### src/shared/acq_timing_pkg.sv
// Constants, register map and state type of the acquisition timing engine
package acq_timing_pkg;
    localparam int ADDR_W = 5;
    localparam int DATA_W = 32;
    localparam int CNT_W  = 16;

    localparam logic [ADDR_W-1:0] REG_CTRL   = 5'h00;
    localparam logic [ADDR_W-1:0] REG_CMD    = 5'h04;
    localparam logic [ADDR_W-1:0] REG_DIV    = 5'h08;
    localparam logic [ADDR_W-1:0] REG_DELAY  = 5'h0C;
    localparam logic [ADDR_W-1:0] REG_COUNT  = 5'h10;
    localparam logic [ADDR_W-1:0] REG_PRE    = 5'h14;
    localparam logic [ADDR_W-1:0] REG_STATUS = 5'h18;
    localparam logic [ADDR_W-1:0] REG_TAKEN  = 5'h1C;

    localparam int C_CONT      = 0;
    localparam int C_REF       = 1;
    localparam int C_RETRIG    = 2;
    localparam int C_HWSTART   = 3;
    localparam int C_START_FALL = 4;
    localparam int C_REF_FALL  = 5;
    localparam int C_HOLD_EN   = 6;
    localparam int C_HOLD_LOW  = 7;
    localparam int C_EXT_SCLK  = 8;
    localparam int C_TB_LSB    = 9;
    localparam int C_TB_FALL   = 11;
    localparam int C_SAMP_FALL = 12;

    localparam int CMD_START   = 0;
    localparam int CMD_STOP    = 1;
    localparam int CMD_CLR_OVF = 2;

    localparam int S_RUN     = 0;
    localparam int S_ARMED   = 1;
    localparam int S_REFSEEN = 2;
    localparam int S_OVF     = 3;
    localparam int S_WAIT    = 4;

    localparam logic [DATA_W-1:0] CTRL_RST  = 32'h0000_0000;
    localparam logic [CNT_W-1:0]  DIV_RST   = 16'h0002;
    localparam logic [CNT_W-1:0]  DELAY_RST = 16'h0002;
    localparam logic [CNT_W-1:0]  COUNT_RST = 16'h0010;
    localparam logic [CNT_W-1:0]  PRE_RST   = 16'h0000;

    localparam logic [1:0] TB_100M = 2'h0;
    localparam logic [1:0] TB_20M  = 2'h1;
    localparam logic [1:0] TB_EXT  = 2'h2;

    localparam int IN_START = 0;
    localparam int IN_REF   = 1;
    localparam int IN_HOLD  = 2;
    localparam int IN_TB    = 3;
    localparam int IN_SCLK  = 4;
    localparam int IN_N     = 5;

    localparam longint CLK_HZ   = 100_000_000;
    localparam longint TB20_HZ  = 20_000_000;
    localparam int     TB20_DIV = int'(CLK_HZ / TB20_HZ);

    typedef enum logic [1:0] {
        ST_IDLE  = 2'b00,
        ST_ARM   = 2'b01,
        ST_DELAY = 2'b10,
        ST_RUN   = 2'b11
    } acq_state_t;
endpackage

### src/hw/acq_sync.sv
// Two-stage input synchroniser with level and edge outputs
`timescale 1ns/1ns
module acq_sync #(
    parameter int N = 5
) (
    input  wire logic         clock,
    input  wire logic         nrst,
    input  wire logic [N-1:0] din,
    output logic      [N-1:0] lvl,
    output logic      [N-1:0] rise,
    output logic      [N-1:0] fall
);
    logic [1:0] fill_r;
    logic       live;

    // No edges until the edge stage holds a real pin sample, so reset release shows none
    always_ff @(posedge clock or negedge nrst) begin
        if (!nrst) begin
            fill_r <= 2'h0;
        end else if (!live) begin
            fill_r <= fill_r + 2'h1;
        end
    end
    assign live = (fill_r == 2'h3);

    genvar i;
    generate
        for (i = 0; i < N; i++) begin : g_bit
            logic meta_r;
            logic sync_r;
            logic prev_r;
            // Only the second stage reads the first one
            always_ff @(posedge clock or negedge nrst) begin
                if (!nrst) begin
                    meta_r <= 1'b0;
                    sync_r <= 1'b0;
                    prev_r <= 1'b0;
                end else begin
                    meta_r <= din[i];
                    sync_r <= meta_r;
                    prev_r <= sync_r;
                end
            end
            assign lvl[i]  = sync_r;
            assign rise[i] = sync_r & ~prev_r & live;
            assign fall[i] = ~sync_r & prev_r & live;
        end
    endgenerate
endmodule // acq_sync

### src/hw/acq_timebase.sv
// Timebase tick generator: 100 MHz, 20 MHz or external edge
`timescale 1ns/1ns
module acq_timebase (
    input  wire logic       clock,
    input  wire logic       nrst,
    input  wire logic [1:0] tb_sel,
    input  wire logic       tb_fall,
    input  wire logic       ext_rise,
    input  wire logic       ext_fall,
    output logic            tb_tick
);
    import acq_timing_pkg::*;

    logic [7:0] div20_r;
    logic       tick_nxt;

    always_ff @(posedge clock or negedge nrst) begin
        if (!nrst) begin
            div20_r <= 8'h00;
        end else if (div20_r == 8'(TB20_DIV - 1)) begin
            div20_r <= 8'h00;
        end else begin
            div20_r <= div20_r + 8'h01;
        end
    end

    always_comb begin
        case (tb_sel)
            TB_100M: tick_nxt = 1'b1;
            TB_20M:  tick_nxt = (div20_r == 8'h00);
            TB_EXT:  tick_nxt = tb_fall ? ext_fall : ext_rise;
            default: tick_nxt = 1'b0;
        endcase
    end

    always_ff @(posedge clock or negedge nrst) begin
        if (!nrst) begin
            tb_tick <= 1'b0;
        end else begin
            tb_tick <= tick_nxt;
        end
    end
endmodule // acq_timebase

### src/hw/acq_timing_engine.sv
// Hardware-timed acquisition timing and trigger engine
// Operation
// - Sample edges ignored outside an acquisition
// - Internal sample clock unless external selected
// - Start trigger runs; software or hardware stops
// - Programmable start delay, reset two ticks
// - Timebase defaults to onboard 100 MHz
// - Divider forms internal sample clock
// - Timebase edge selectable except internal references
// - Software start when no hardware trigger
// - Finite stops on count/reference; continuous on software
// - Retrigger repeats burst per start pulse
// - Start ignored during burst, then re-armed
// - One reference trigger per acquisition
// - Start trigger edge selectable
// - Start trigger output is active-high pulse
// - Posttrigger count is buffer minus pretrigger
// - Reference ignored until pretrigger samples taken
// - Full buffer discards oldest per new sample
// - After reference, store posttrigger samples, end
// - Reference trigger edge selectable
// - Pause halts sample clock, resumes when inactive
// - Pause is level-sensitive, polarity programmable
// - Port captured on selected sample clock edge
// - Sample while FIFO full flags overflow
//
// Local design decisions: strobed register access and the register offsets.
`timescale 1ns/1ns
module acq_timing_engine #(
    parameter int PORT_W = 32
) (
    input  wire logic                              clock,
    input  wire logic                              nrst,
    input  wire logic [acq_timing_pkg::ADDR_W-1:0] reg_addr,
    input  wire logic [acq_timing_pkg::DATA_W-1:0] reg_wdata,
    input  wire logic                              reg_wr,
    input  wire logic                              reg_rd,
    output logic      [acq_timing_pkg::DATA_W-1:0] reg_rdata,
    input  wire logic [PORT_W-1:0]                 port_in,
    input  wire logic                              acq_start_trig,
    input  wire logic                              acq_stop_ref_trig,
    input  wire logic                              acq_hold_trig,
    input  wire logic                              acq_clock_timebase,
    input  wire logic                              acq_sample_clock,
    input  wire logic                              fifo_full,
    output logic      [PORT_W-1:0]                 sample_data,
    output logic                                   sample_valid,
    output logic                                   sample_discard,
    output logic                                   start_trig_out,
    output logic                                   acq_running,
    output logic                                   overflow_err
);
    import acq_timing_pkg::*;

    function automatic logic reg_hit(input logic [ADDR_W-1:0] a, input logic [ADDR_W-1:0] off);
        return a == off;
    endfunction

    acq_state_t         st_r;
    acq_state_t         st_nxt;
    logic [DATA_W-1:0]  ctrl_r;
    logic [CNT_W-1:0]   div_r;
    logic [CNT_W-1:0]   delay_r;
    logic [CNT_W-1:0]   count_r;
    logic [CNT_W-1:0]   pre_r;
    logic [CNT_W-1:0]   div_cnt_r;
    logic [CNT_W-1:0]   dly_cnt_r;
    logic [CNT_W-1:0]   taken_r;
    logic [CNT_W-1:0]   post_r;
    logic               ref_seen_r;
    logic [IN_N-1:0]    s_lvl;
    logic [IN_N-1:0]    s_rise;
    logic [IN_N-1:0]    s_fall;
    logic               tb_tick;
    logic               cont_m;
    logic               ref_m;
    logic               retrig_m;
    logic               hw_start;
    logic               ext_sclk;
    logic               hold_act;
    logic               start_edge;
    logic               ref_edge;
    logic               wr_cmd;
    logic               cmd_start;
    logic               cmd_stop;
    logic               cmd_clr;
    logic [CNT_W-1:0]   div_len;
    logic [CNT_W-1:0]   dly_len;
    logic [CNT_W-1:0]   post_len;
    logic               int_tick;
    logic               dly_end;
    logic               samp_edge;
    logic               samp_ev;
    logic               armed;
    logic               disc_ev;
    logic               ref_take;
    logic               done_ev;
    logic               start_acc;
    logic [DATA_W-1:0]  rd_nxt;

    // Every trigger and clock pin passes a synchroniser first
    acq_sync #(
        .N (IN_N)
    ) u_sync (
        .clock (clock),
        .nrst  (nrst),
        .din   ({acq_sample_clock, acq_clock_timebase, acq_hold_trig,
                 acq_stop_ref_trig, acq_start_trig}),
        .lvl   (s_lvl),
        .rise  (s_rise),
        .fall  (s_fall)
    );

    acq_timebase u_tb (
        .clock    (clock),
        .nrst     (nrst),
        .tb_sel   (ctrl_r[C_TB_LSB +: 2]),
        .tb_fall  (ctrl_r[C_TB_FALL]),
        .ext_rise (s_rise[IN_TB]),
        .ext_fall (s_fall[IN_TB]),
        .tb_tick  (tb_tick)
    );

    assign cont_m    = ctrl_r[C_CONT];
    assign ref_m     = ctrl_r[C_REF] & ~ctrl_r[C_CONT];
    assign retrig_m  = ctrl_r[C_RETRIG];
    assign hw_start  = ctrl_r[C_HWSTART];
    assign ext_sclk  = ctrl_r[C_EXT_SCLK];
    assign start_edge = ctrl_r[C_START_FALL] ? s_fall[IN_START] : s_rise[IN_START];
    assign ref_edge  = ctrl_r[C_REF_FALL] ? s_fall[IN_REF] : s_rise[IN_REF];
    assign hold_act  = ctrl_r[C_HOLD_EN] & (s_lvl[IN_HOLD] ^ ctrl_r[C_HOLD_LOW]);

    assign wr_cmd    = reg_wr & reg_hit(reg_addr, REG_CMD);
    assign cmd_start = wr_cmd & reg_wdata[CMD_START];
    assign cmd_stop  = wr_cmd & reg_wdata[CMD_STOP];
    assign cmd_clr   = wr_cmd & reg_wdata[CMD_CLR_OVF];

    // A zero length would stall the counters, so it acts as one
    assign div_len  = (div_r == 16'h0000) ? 16'h0001 : div_r;
    assign dly_len  = (delay_r == 16'h0000) ? 16'h0001 : delay_r;
    assign post_len = count_r - pre_r;

    // Divided timebase; frozen while paused
    assign int_tick = (st_r == ST_RUN) & tb_tick & ~hold_act &
                      (div_cnt_r == div_len - 16'h0001);
    assign dly_end  = (st_r == ST_DELAY) & tb_tick &
                      (dly_cnt_r == dly_len - 16'h0001);

    always_comb begin
        if (ext_sclk) begin
            samp_edge = (st_r == ST_RUN) &
                        (ctrl_r[C_SAMP_FALL] ? s_fall[IN_SCLK] : s_rise[IN_SCLK]);
        end else begin
            samp_edge = int_tick | dly_end;
        end
    end

    // Edges count only inside an acquisition and outside a pause
    assign samp_ev = samp_edge & ~hold_act &
                     ((st_r == ST_RUN) | (st_r == ST_DELAY));

    assign armed    = ref_m & (taken_r >= pre_r);
    assign disc_ev  = samp_ev & ref_m & ~ref_seen_r & (taken_r >= count_r);
    assign ref_take = (st_r == ST_RUN) & armed & ~ref_seen_r & ref_edge;

    always_comb begin
        if (cont_m) begin
            done_ev = 1'b0;
        end else if (ref_m) begin
            done_ev = (ref_seen_r & samp_ev & (post_r <= 16'h0001)) |
                      (ref_take & (post_len == 16'h0000));
        end else begin
            done_ev = samp_ev & (taken_r + 16'h0001 >= count_r);
        end
    end

    assign start_acc = ((st_r == ST_IDLE) & cmd_start & ~hw_start) |
                       ((st_r == ST_ARM) & start_edge);

    always_comb begin
        st_nxt = st_r;
        case (st_r)
            ST_IDLE: begin
                if (cmd_start) begin
                    st_nxt = hw_start ? ST_ARM : ST_DELAY;
                end
            end
            ST_ARM: begin
                if (start_edge) begin
                    st_nxt = ST_DELAY;
                end
            end
            ST_DELAY: begin
                if (dly_end) begin
                    st_nxt = ST_RUN;
                end
            end
            ST_RUN: begin
                // Further start edges fall through unseen here
                if (done_ev) begin
                    st_nxt = (retrig_m & ~ref_m) ? ST_ARM : ST_IDLE;
                end
            end
            default: st_nxt = ST_IDLE;
        endcase
        if (cmd_stop) begin
            st_nxt = ST_IDLE;
        end
    end

    always_ff @(posedge clock or negedge nrst) begin
        if (!nrst) begin
            st_r <= ST_IDLE;
        end else begin
            st_r <= st_nxt;
        end
    end

    always_ff @(posedge clock or negedge nrst) begin
        if (!nrst) begin
            ctrl_r  <= CTRL_RST;
            div_r   <= DIV_RST;
            delay_r <= DELAY_RST;
            count_r <= COUNT_RST;
            pre_r   <= PRE_RST;
        end else if (reg_wr) begin
            if (reg_hit(reg_addr, REG_CTRL)) begin
                ctrl_r <= reg_wdata;
            end else if (reg_hit(reg_addr, REG_DIV)) begin
                div_r <= reg_wdata[CNT_W-1:0];
            end else if (reg_hit(reg_addr, REG_DELAY)) begin
                delay_r <= reg_wdata[CNT_W-1:0];
            end else if (reg_hit(reg_addr, REG_COUNT)) begin
                count_r <= reg_wdata[CNT_W-1:0];
            end else if (reg_hit(reg_addr, REG_PRE)) begin
                pre_r <= reg_wdata[CNT_W-1:0];
            end
        end
    end

    always_ff @(posedge clock or negedge nrst) begin
        if (!nrst) begin
            div_cnt_r <= 16'h0000;
        end else if (st_r != ST_RUN) begin
            div_cnt_r <= 16'h0000;
        end else if (tb_tick & ~hold_act) begin
            div_cnt_r <= int_tick ? 16'h0000 : div_cnt_r + 16'h0001;
        end
    end

    always_ff @(posedge clock or negedge nrst) begin
        if (!nrst) begin
            dly_cnt_r <= 16'h0000;
        end else if (st_r != ST_DELAY) begin
            dly_cnt_r <= 16'h0000;
        end else if (tb_tick) begin
            dly_cnt_r <= dly_cnt_r + 16'h0001;
        end
    end

    // Sample and reference bookkeeping, cleared per burst
    always_ff @(posedge clock or negedge nrst) begin
        if (!nrst) begin
            taken_r    <= 16'h0000;
            post_r     <= 16'h0000;
            ref_seen_r <= 1'b0;
        end else if (start_acc) begin
            taken_r    <= 16'h0000;
            post_r     <= 16'h0000;
            ref_seen_r <= 1'b0;
        end else begin
            if (samp_ev & ~disc_ev & (taken_r != 16'hFFFF)) begin
                taken_r <= taken_r + 16'h0001;
            end
            if (ref_take) begin
                ref_seen_r <= 1'b1;
                post_r     <= post_len;
            end else if (ref_seen_r & samp_ev & (post_r != 16'h0000)) begin
                post_r <= post_r - 16'h0001;
            end
        end
    end

    always_ff @(posedge clock or negedge nrst) begin
        if (!nrst) begin
            sample_data    <= '0;
            sample_valid   <= 1'b0;
            sample_discard <= 1'b0;
        end else begin
            sample_valid   <= samp_ev;
            sample_discard <= disc_ev;
            if (samp_ev) begin
                sample_data <= port_in;
            end
        end
    end

    always_ff @(posedge clock or negedge nrst) begin
        if (!nrst) begin
            start_trig_out <= 1'b0;
            acq_running    <= 1'b0;
        end else begin
            start_trig_out <= start_acc;
            acq_running    <= (st_nxt != ST_IDLE);
        end
    end

    // A discard deliberately overwrites, so it is not an overflow; set wins over clear
    always_ff @(posedge clock or negedge nrst) begin
        if (!nrst) begin
            overflow_err <= 1'b0;
        end else if (samp_ev & fifo_full & ~disc_ev) begin
            overflow_err <= 1'b1;
        end else if (cmd_clr) begin
            overflow_err <= 1'b0;
        end
    end

    always_comb begin
        rd_nxt = '0;
        if (reg_hit(reg_addr, REG_CTRL)) begin
            rd_nxt = ctrl_r;
        end else if (reg_hit(reg_addr, REG_DIV)) begin
            rd_nxt[CNT_W-1:0] = div_r;
        end else if (reg_hit(reg_addr, REG_DELAY)) begin
            rd_nxt[CNT_W-1:0] = delay_r;
        end else if (reg_hit(reg_addr, REG_COUNT)) begin
            rd_nxt[CNT_W-1:0] = count_r;
        end else if (reg_hit(reg_addr, REG_PRE)) begin
            rd_nxt[CNT_W-1:0] = pre_r;
        end else if (reg_hit(reg_addr, REG_STATUS)) begin
            rd_nxt[S_RUN]     = (st_r != ST_IDLE);
            rd_nxt[S_ARMED]   = armed;
            rd_nxt[S_REFSEEN] = ref_seen_r;
            rd_nxt[S_OVF]     = overflow_err;
            rd_nxt[S_WAIT]    = (st_r == ST_ARM);
        end else if (reg_hit(reg_addr, REG_TAKEN)) begin
            rd_nxt[CNT_W-1:0] = taken_r;
        end
    end

    // Read data only in the cycle after the strobe
    always_ff @(posedge clock or negedge nrst) begin
        if (!nrst) begin
            reg_rdata <= '0;
        end else begin
            reg_rdata <= reg_rd ? rd_nxt : '0;
        end
    end
endmodule // acq_timing_engine

### config.mk
export PLATFORM = sky130hd
export DESIGN_NAME = acq_timing_engine
export DESIGN_NICKNAME = d
export VERILOG_FILES = /design/src/shared/acq_timing_pkg.sv /design/src/hw/acq_sync.sv /design/src/hw/acq_timebase.sv /design/src/hw/acq_timing_engine.sv
export SDC_FILE = /design/constraint.sdc
export NUM_CORES = 1
export LEC_CHECK = 0
export BUFFER_PORTS_ARGS = -buffer_cell sky130_fd_sc_hd__buf_2
export CAP_MARGIN = 20
export CORE_MARGIN = 1
export CORE_UTILIZATION = 64
export CTS_CLUSTER_DIAMETER = 120
export DETAILED_ROUTE_END_ITERATION = 10
export GPL_ROUTABILITY_DRIVEN = 0
export PLACE_DENSITY = 0.84
export SYNTH_ARGS = -nofsm -noshare
export SYNTH_HDL_FRONTEND = slang
export SYNTH_SLANG_ARGS = --single-unit
### constraint.sdc
create_clock -name clock -period 10 [get_ports clock]
set_input_delay 1 -clock clock [delete_from_list [all_inputs] [get_ports clock]]
set_output_delay 1 -clock clock [all_outputs]
set_load 0.1 [all_outputs]
# [Yosys cells after proc, flatten, opt, wreduce, memory -nomap -nowiden]
# Index checks and enable logic that the tools add are counted.
[word_totals] ff_bits=257 output_inout_bits=69 wordCells=205 inputBits=79
[classes] reduce_logical=21 n_mux=43 n_lt_le_gt_ge=4 eq_ne=19 n_addsub=9 bitwise=74
[op_table] op="$mux 16" count=19
[op_table] op="$and 1x1->1" count=51
[op_table] op="$add 16x1->16 const B" count=3
[op_table] op="$ge 16x16->1" count=3
[op_table] op="$logic_not 16->1" count=3
[op_table] op="$sub 16x1->16 const B" count=3
[op_table] op="$eq 16x16->1" count=2
[op_table] op="$mux 32" count=1
[op_table] op="$eq 5x5->1 const B" count=4
[op_table] op="$not 1->1" count=18
[op_table] op="$le 16x1->1 const B" count=1
[op_table] op="$ne 16x16->1 const B" count=1
[op_table] op="$reduce_bool 16->1" count=1
[op_table] op="$sub 16x16->16" count=1
[op_table] op="$reduce_bool 2->1" count=7
[op_table] op="$mux 1" count=12
[op_table] op="$mux 2" count=6
[op_table] op="$mux 11" count=1
[op_table] op="$eq 5x4->1 const B" count=2
[op_table] op="$add 8x1->8 const B" count=1
[op_table] op="$eq 2x2->1 const B" count=4
[op_table] op="$eq 8x3->1 const B" count=1
[op_table] op="$logic_not 8->1" count=1
[op_table] op="$mux 8" count=1
[op_table] op="17 further kinds" count=23

# [Logic depth before layout (Yosys ltp)]
[depth] word_depth=18 ltp_mapped=17

# [By module]
# From an unflattened synthesis, not the netlist that was laid out.
[unflattened] cells_unflattened=1396 hier_area_um2=14285.0
[modules_own_cells] module="acq_timing_engine" seq_area_each_um2=5809.3 cells_each=1323 area_each_um2=13270.2 n_inst=1
[modules_own_cells] module="acq_sync" seq_area_each_um2=425.4 cells_each=36 area_each_um2=599.3 n_inst=1
[modules_own_cells] module="acq_timebase" seq_area_each_um2=225.2 cells_each=37 area_each_um2=415.4 n_inst=1

# [Worst setup path before layout]
# No wires, ideal clock.
[synth_path] path_kind="register to register" start="register delay_r[2]" end="register sample_data[13]" path_slack_ps=5839 path_stages_with_launch=16 t_required_ps=9872 path_buffers=3 t_arrival_ps=4032 cell_sequence="dfrtp_1 > clkbuf_1 > nor2_1 > nor4b_2 > a21oi_1 > ha_1 > or4b_1 > or3_1 > nor4b_1 > a21oi_1 > or4_4 > a211oi_4 > nor2_1 > buf_2 > buf_2 > mux2_1"
[synth_between] elab_chain_len=9
[synth_rtl] element="start: declaration" line="acq_timing_engine.sv:63" rtl="logic [CNT_W-1:0] delay_r;"
[synth_rtl] element="start signal: assignment" line="acq_timing_engine.sv:232" rtl="delay_r <= reg_wdata[CNT_W-1:0];"
[synth_rtl] element="$logic_not 16->1" line="acq_timing_engine.sv:140" rtl="assign dly_len = (delay_r == 16'h0000) ? 16'h0001 : delay_r;"
[synth_rtl] element="$mux 16 *" line="acq_timing_engine.sv:140"
[synth_rtl] element="$sub 16x1->16 *" line="acq_timing_engine.sv:147" rtl="(dly_cnt_r == dly_len - 16'h0001);"
[synth_rtl] element="$eq 16x16->1 *" line="acq_timing_engine.sv:147"
[synth_rtl] element="$and 1x1->1 *" line="acq_timing_engine.sv:146" rtl="assign dly_end = (st_r == ST_DELAY) & tb_tick &"
[synth_rtl] element="$or 1x1->1 *" line="acq_timing_engine.sv:154" rtl="samp_edge = int_tick | dly_end;"
[synth_rtl] element="$mux 1 *" line="acq_timing_engine.sv:150" rtl="if (ext_sclk) begin"
[synth_rtl] element="$and 1x1->1 * (2 in series)" line="acq_timing_engine.sv:159" rtl="assign samp_ev = samp_edge & ~hold_act &"
[synth_rtl] element="end signal: assignment" line="acq_timing_engine.sv:293" rtl="sample_data <= port_in;"
[synth_rtl] element="end: declaration" line="acq_timing_engine.sv:46" rtl="output logic [PORT_W-1:0] sample_data,"
# Every way passes the cells marked *; elsewhere a longest branch is shown, timed or not.
# A chain may end at the register's enable or synchronous reset.

# [Worst setup path in the final report]
[layout_path] start="register delay_r[1]" end="register post_r[7]"
[layout_between] elab_chain_len=12
[layout_rtl] element="$logic_not 16->1" line="acq_timing_engine.sv:140"
[layout_rtl] element="$mux 16 *" line="acq_timing_engine.sv:140"
[layout_rtl] element="$sub 16x1->16 *" line="acq_timing_engine.sv:147"
[layout_rtl] element="$eq 16x16->1 *" line="acq_timing_engine.sv:147"
[layout_rtl] element="$and 1x1->1 *" line="acq_timing_engine.sv:146"
[layout_rtl] element="$or 1x1->1 *" line="acq_timing_engine.sv:154"
[layout_rtl] element="$mux 1 *" line="acq_timing_engine.sv:150"
[layout_rtl] element="$and 1x1->1 * (2 in series)" line="acq_timing_engine.sv:159"
[layout_rtl] element="$and 1x1->1 * (2 in series)" line="acq_timing_engine.sv:278" rtl="end else if (ref_seen_r & samp_ev & (post_r != 16'h0000)) begin"
[layout_rtl] element="$reduce_bool 3->1 (no source line) *"
[layout_rtl] element="end signal: assignment" line="acq_timing_engine.sv:277" rtl="post_r <= post_len;"
[layout_rtl] element="end signal: assignment" line="acq_timing_engine.sv:279" rtl="post_r <= post_r - 16'h0001;"
[layout_rtl] element="end: declaration" line="acq_timing_engine.sv:69" rtl="logic [CNT_W-1:0] post_r;"
# Marks and branches as above.

==> summary.md <==
| Metric | Value |
|---|---|
| Outcome | completed |
| Syn Inst Count | 1410 |
| Min Hold Slack | ~350 ps |
| H-Tree Level Count | 1 |
| Share of layout cells above drive strength 1 | 19.59% |
| XOR/XNOR Fraction of Synth Area | between 4 and 5% |
| Synth top area share | 44.77% |
| Global-route wire length before repair | 58730 µm |
| Final ANT Viol Nets | 0 |
| Vias in the first global route | 11522 |
| Register bit total from synthesis | 257 |
| Setup violators final | 0 |
| Post-cts sizing count | 0 |
| Final wirelength | between 30000 and 40000 µm |
| Avg WL per Cell | 20.23 µm |
| # rows | 54 |
| Total negative setup slack | 0 ps |
| Die footprint | about 23000 µm² |
| Primary FF master, synth | dfrtp_1 |
| Met2 usage | 54.27% |
| Post-synth top area cell | dfrtp_1 |
| EDFF count, synth | 0 |
| Area after DPL | 15180 µm² |
| Worst-Skew Late Latency | 540 ps |
| Via-to-Cell Ratio | about 6.4 |
| First DRT Iteration DRCs | around 1100 |
| Adder-Cell Fraction of Synth Area | 6.574% |
| Crit Path Class | reg2reg |
| Lkg Pwr | approximately 7.7 nW |
| Power per cell area | about 260 nW/µm² |
| IO Count | 148 |
| Multiplexer area fraction after synthesis | 10.32% |
| GR Util met3 | 5.753% |
| Inserted Clock Buffers | 27 |
| Worst-path clk slew | 60 ps |
| Worst Path Required | roughly 10000 ps |
| Initial antenna violation count | 0 |
| Synth Area in Simple Gates | 16.29% |
| Initial core utilization | 65.26% |
| Setup Fix Bufs, Post-CTS | 0 |
| PortBufs | approximately 150 |
| Synthesized area per cell | 10.07 µm² |
| Ys async rst share | between 90% and 100% |
| Slew Viols, Final | 0 |
| Post-CTS Hold Buffers | 0 |
| Core area | 21760 µm² |
| Most common cell in the netlist | dfrtp_1 |
| Final Critical Period | 5007 ps |
| Yosys warns | 0 |
| GRT Total Usage | 33.12% |
| # DRC | 0 |
| Largest family of logic cells by synthesized area | simple AND/OR/NAND/NOR gates |
| Max Cap Violations | 0 |
| Syn_nets | 1563 |
| Design Area, Final | 16170 µm² |
| Post-Syn Area | 14200 µm² |
| Register area share after synthesis | 45.32% |
| CTS sink count | roughly 260 |
| Root buffer cell | clkbuf_16 |
| CP endpoint kind | flop |
| Critical Path AT | ~5500 ps |
| Met1 Resource Use GR | approximately 43% |
| Final #Nets | 1699 |
| DP Wirelength | 26900 µm |
| Inst Count DP | 1794 |
| Fmax | around 0.2 GHz |
| Max IR drop VDD | 209.6 µV |
| Hold/Removal Path Class | reg2reg |
| Grt peak-use layer | met2 |
| Post-synth top cells | dfrtp_1 (254), nand2_1 (124), o21ai_0 (103) |
| Diodes inserted | 0 |
| Post-Layout Cell Count | 1847 |
| Die W | 150.9 µm |
| RSZ-0062 raised after global routing | false |
| Fin Clk Skew | 10.07 ps |
| Area delta synth->final | 13.90% |
| CTS tree | built |
| Final Hold Violating Endpoints | 0 |
| Pin count of the biggest net entering global routing | 118 |
| Final period util | 50.07% |
| Setup crit start kind | flop |
| Actual slew at the worst max-slew pin | 1059 ps |
| Die height | 150.9 µm |
| Filler Cell Count | approximately 1600 |
| Vias | 11883 |
| Top cells by area, synth | dfrtp_1 (45%), mux2_2 (6.6%), ha_1 (6.4%) |
| Drt pass-1 iters | 7 |
| Slew margin rel. | 29.37% |
| Gr ovfl total | 0 |
| Yosys cell types | 80 |
| Pwr Total | around 4.2 mW |
| Synth Area in Compound Gates | about 14% |
| Worst Path Max Fanout | 17 |
| Worst-case clock buffer depth | 3 |
registers in the layout, indices dropped and copies added, names as in the netlist, 2 cells and up:
name and cells:
ctrl_r 32, u_sync.g_bit.meta_r 5, div_r 16, u_tb.div20_r 8, div_cnt_r 16, u_sync.g_bit.prev_r 4, count_r 16, st_r 2
pre_r 16, delay_r 16, dly_cnt_r 16, u_sync.g_bit.sync_r 5, post_r 16, sample_data 32, taken_r 16, reg_rdata 32
u_sync.fill_r 2
metrics by stage:
stage | util (%) | setup slack (ps)
floorplan | - | 5839
global placement | 69.76 | 5311
detailed placement | 69.80 | 5160
CTS | 74.14 | 5150
global route | 74.33 | 4791
finish | 74.33 | 4993
cells in the final DEF, fill, tap and decap left out, types with 29 or more instances in the layout:
master / Yosys / final
inv_1: 53 / 53
mux2_2: 83 / 83
nand3_1: 38 / 38
nand2_1: 124 / 124
buf_2: 4 / 146
a21o_1: 29 / 29
and3_1: 41 / 41
nor2_1: 86 / 85
ha_1: 73 / 73
nand2b_1: 36 / 36
o21ai_0: 103 / 103
xnor2_1: 49 / 49
a21oi_1: 70 / 70
dfrtp_1: 254 / 254
mux2_1: 32 / 32
kinds of logic (layout without fill, tap and decap cells):
group	after synthesis	count (layout)
fa+ha+maj	74	74
flops	257	257
mux	132	132
buf+inv	107	264
compound gates	311	311
xor+xnor	77	77
simple gates	452	452
path summary, 6_finish.rpt:
| check | from | to | slack [ps] | cells past startpoint |
|---|---|---|---|---|
| setup / recovery | delay_r[1]$_DFFE_PN1P_ | post_r[7]$_DFFE_PN0P_ | 4990 | 13 |
| hold / removal | u_sync.g_bit[4].meta_r$_DFF_PN0_ | u_sync.g_bit[4].sync_r$_DFF_PN0_ | 350 | 0 |
| setup reg to reg | delay_r[1]$_DFFE_PN1P_ | post_r[7]$_DFFE_PN0P_ | 4990 | 13 |
| hold reg to reg | u_sync.g_bit[4].meta_r$_DFF_PN0_ | u_sync.g_bit[4].sync_r$_DFF_PN0_ | 350 | 0 |
| max in group asynchronous | nrst | div_cnt_r[14]$_DFFE_PN0P_ | 7200 | 3 |
| min in group asynchronous | nrst | sample_data[27]$_DFFE_PN0N_ | 500 | 1 |
area by class of cell:
| type | instances | area, µm² | share of cell area (%) |
|---|---|---|---|
| multi-input cells | 1046 | 7376 | 45.61 |
| flip-flops and latches | 257 | 6435 | 39.79 |
| repair buffers | 160 | 862.1 | 5.331 |
| clock buffers | 40 | 784.5 | 4.851 |
| well taps | 280 | 350.3 | 2.166 |
| inverters | 54 | 202.7 | 1.253 |
| clock inverters | 10 | 161.4 | 0.9981 |
layer usage:
| layer | vias to the layer above | routed length [µm] |
|---|---|---|
| met5 | - | 0 |
| met4 | 0 | 1924 |
| met3 | 156 | 3081 |
| met2 | 605 | 17610 |
| met1 | 5781 | 14740 |
| li1 | 5341 | - |
worst max-delay path: stages (launching register included):
cell and delay (ps):
dfstp_2 540, nor2_1 60, nor4b_2 220, a21oi_1 220, ha_1 270, or4b_1 590, or3_1 390, nor4b_1 310
a21oi_1 130, or4_4 550, a211oi_4 620, o21ai_2 340, or4_1 530, a31oi_1 160
power breakdown:
group | switching (mW) | internal [mW] | total [mW]
logic | 1.16 | 0.506 | 1.66
registers | 0.236 | 1.25 | 1.49
clock network | 0.415 | 0.646 | 1.06
total | 1.81 | 2.40 | 4.21
Power figures use the tool's default switching activity.
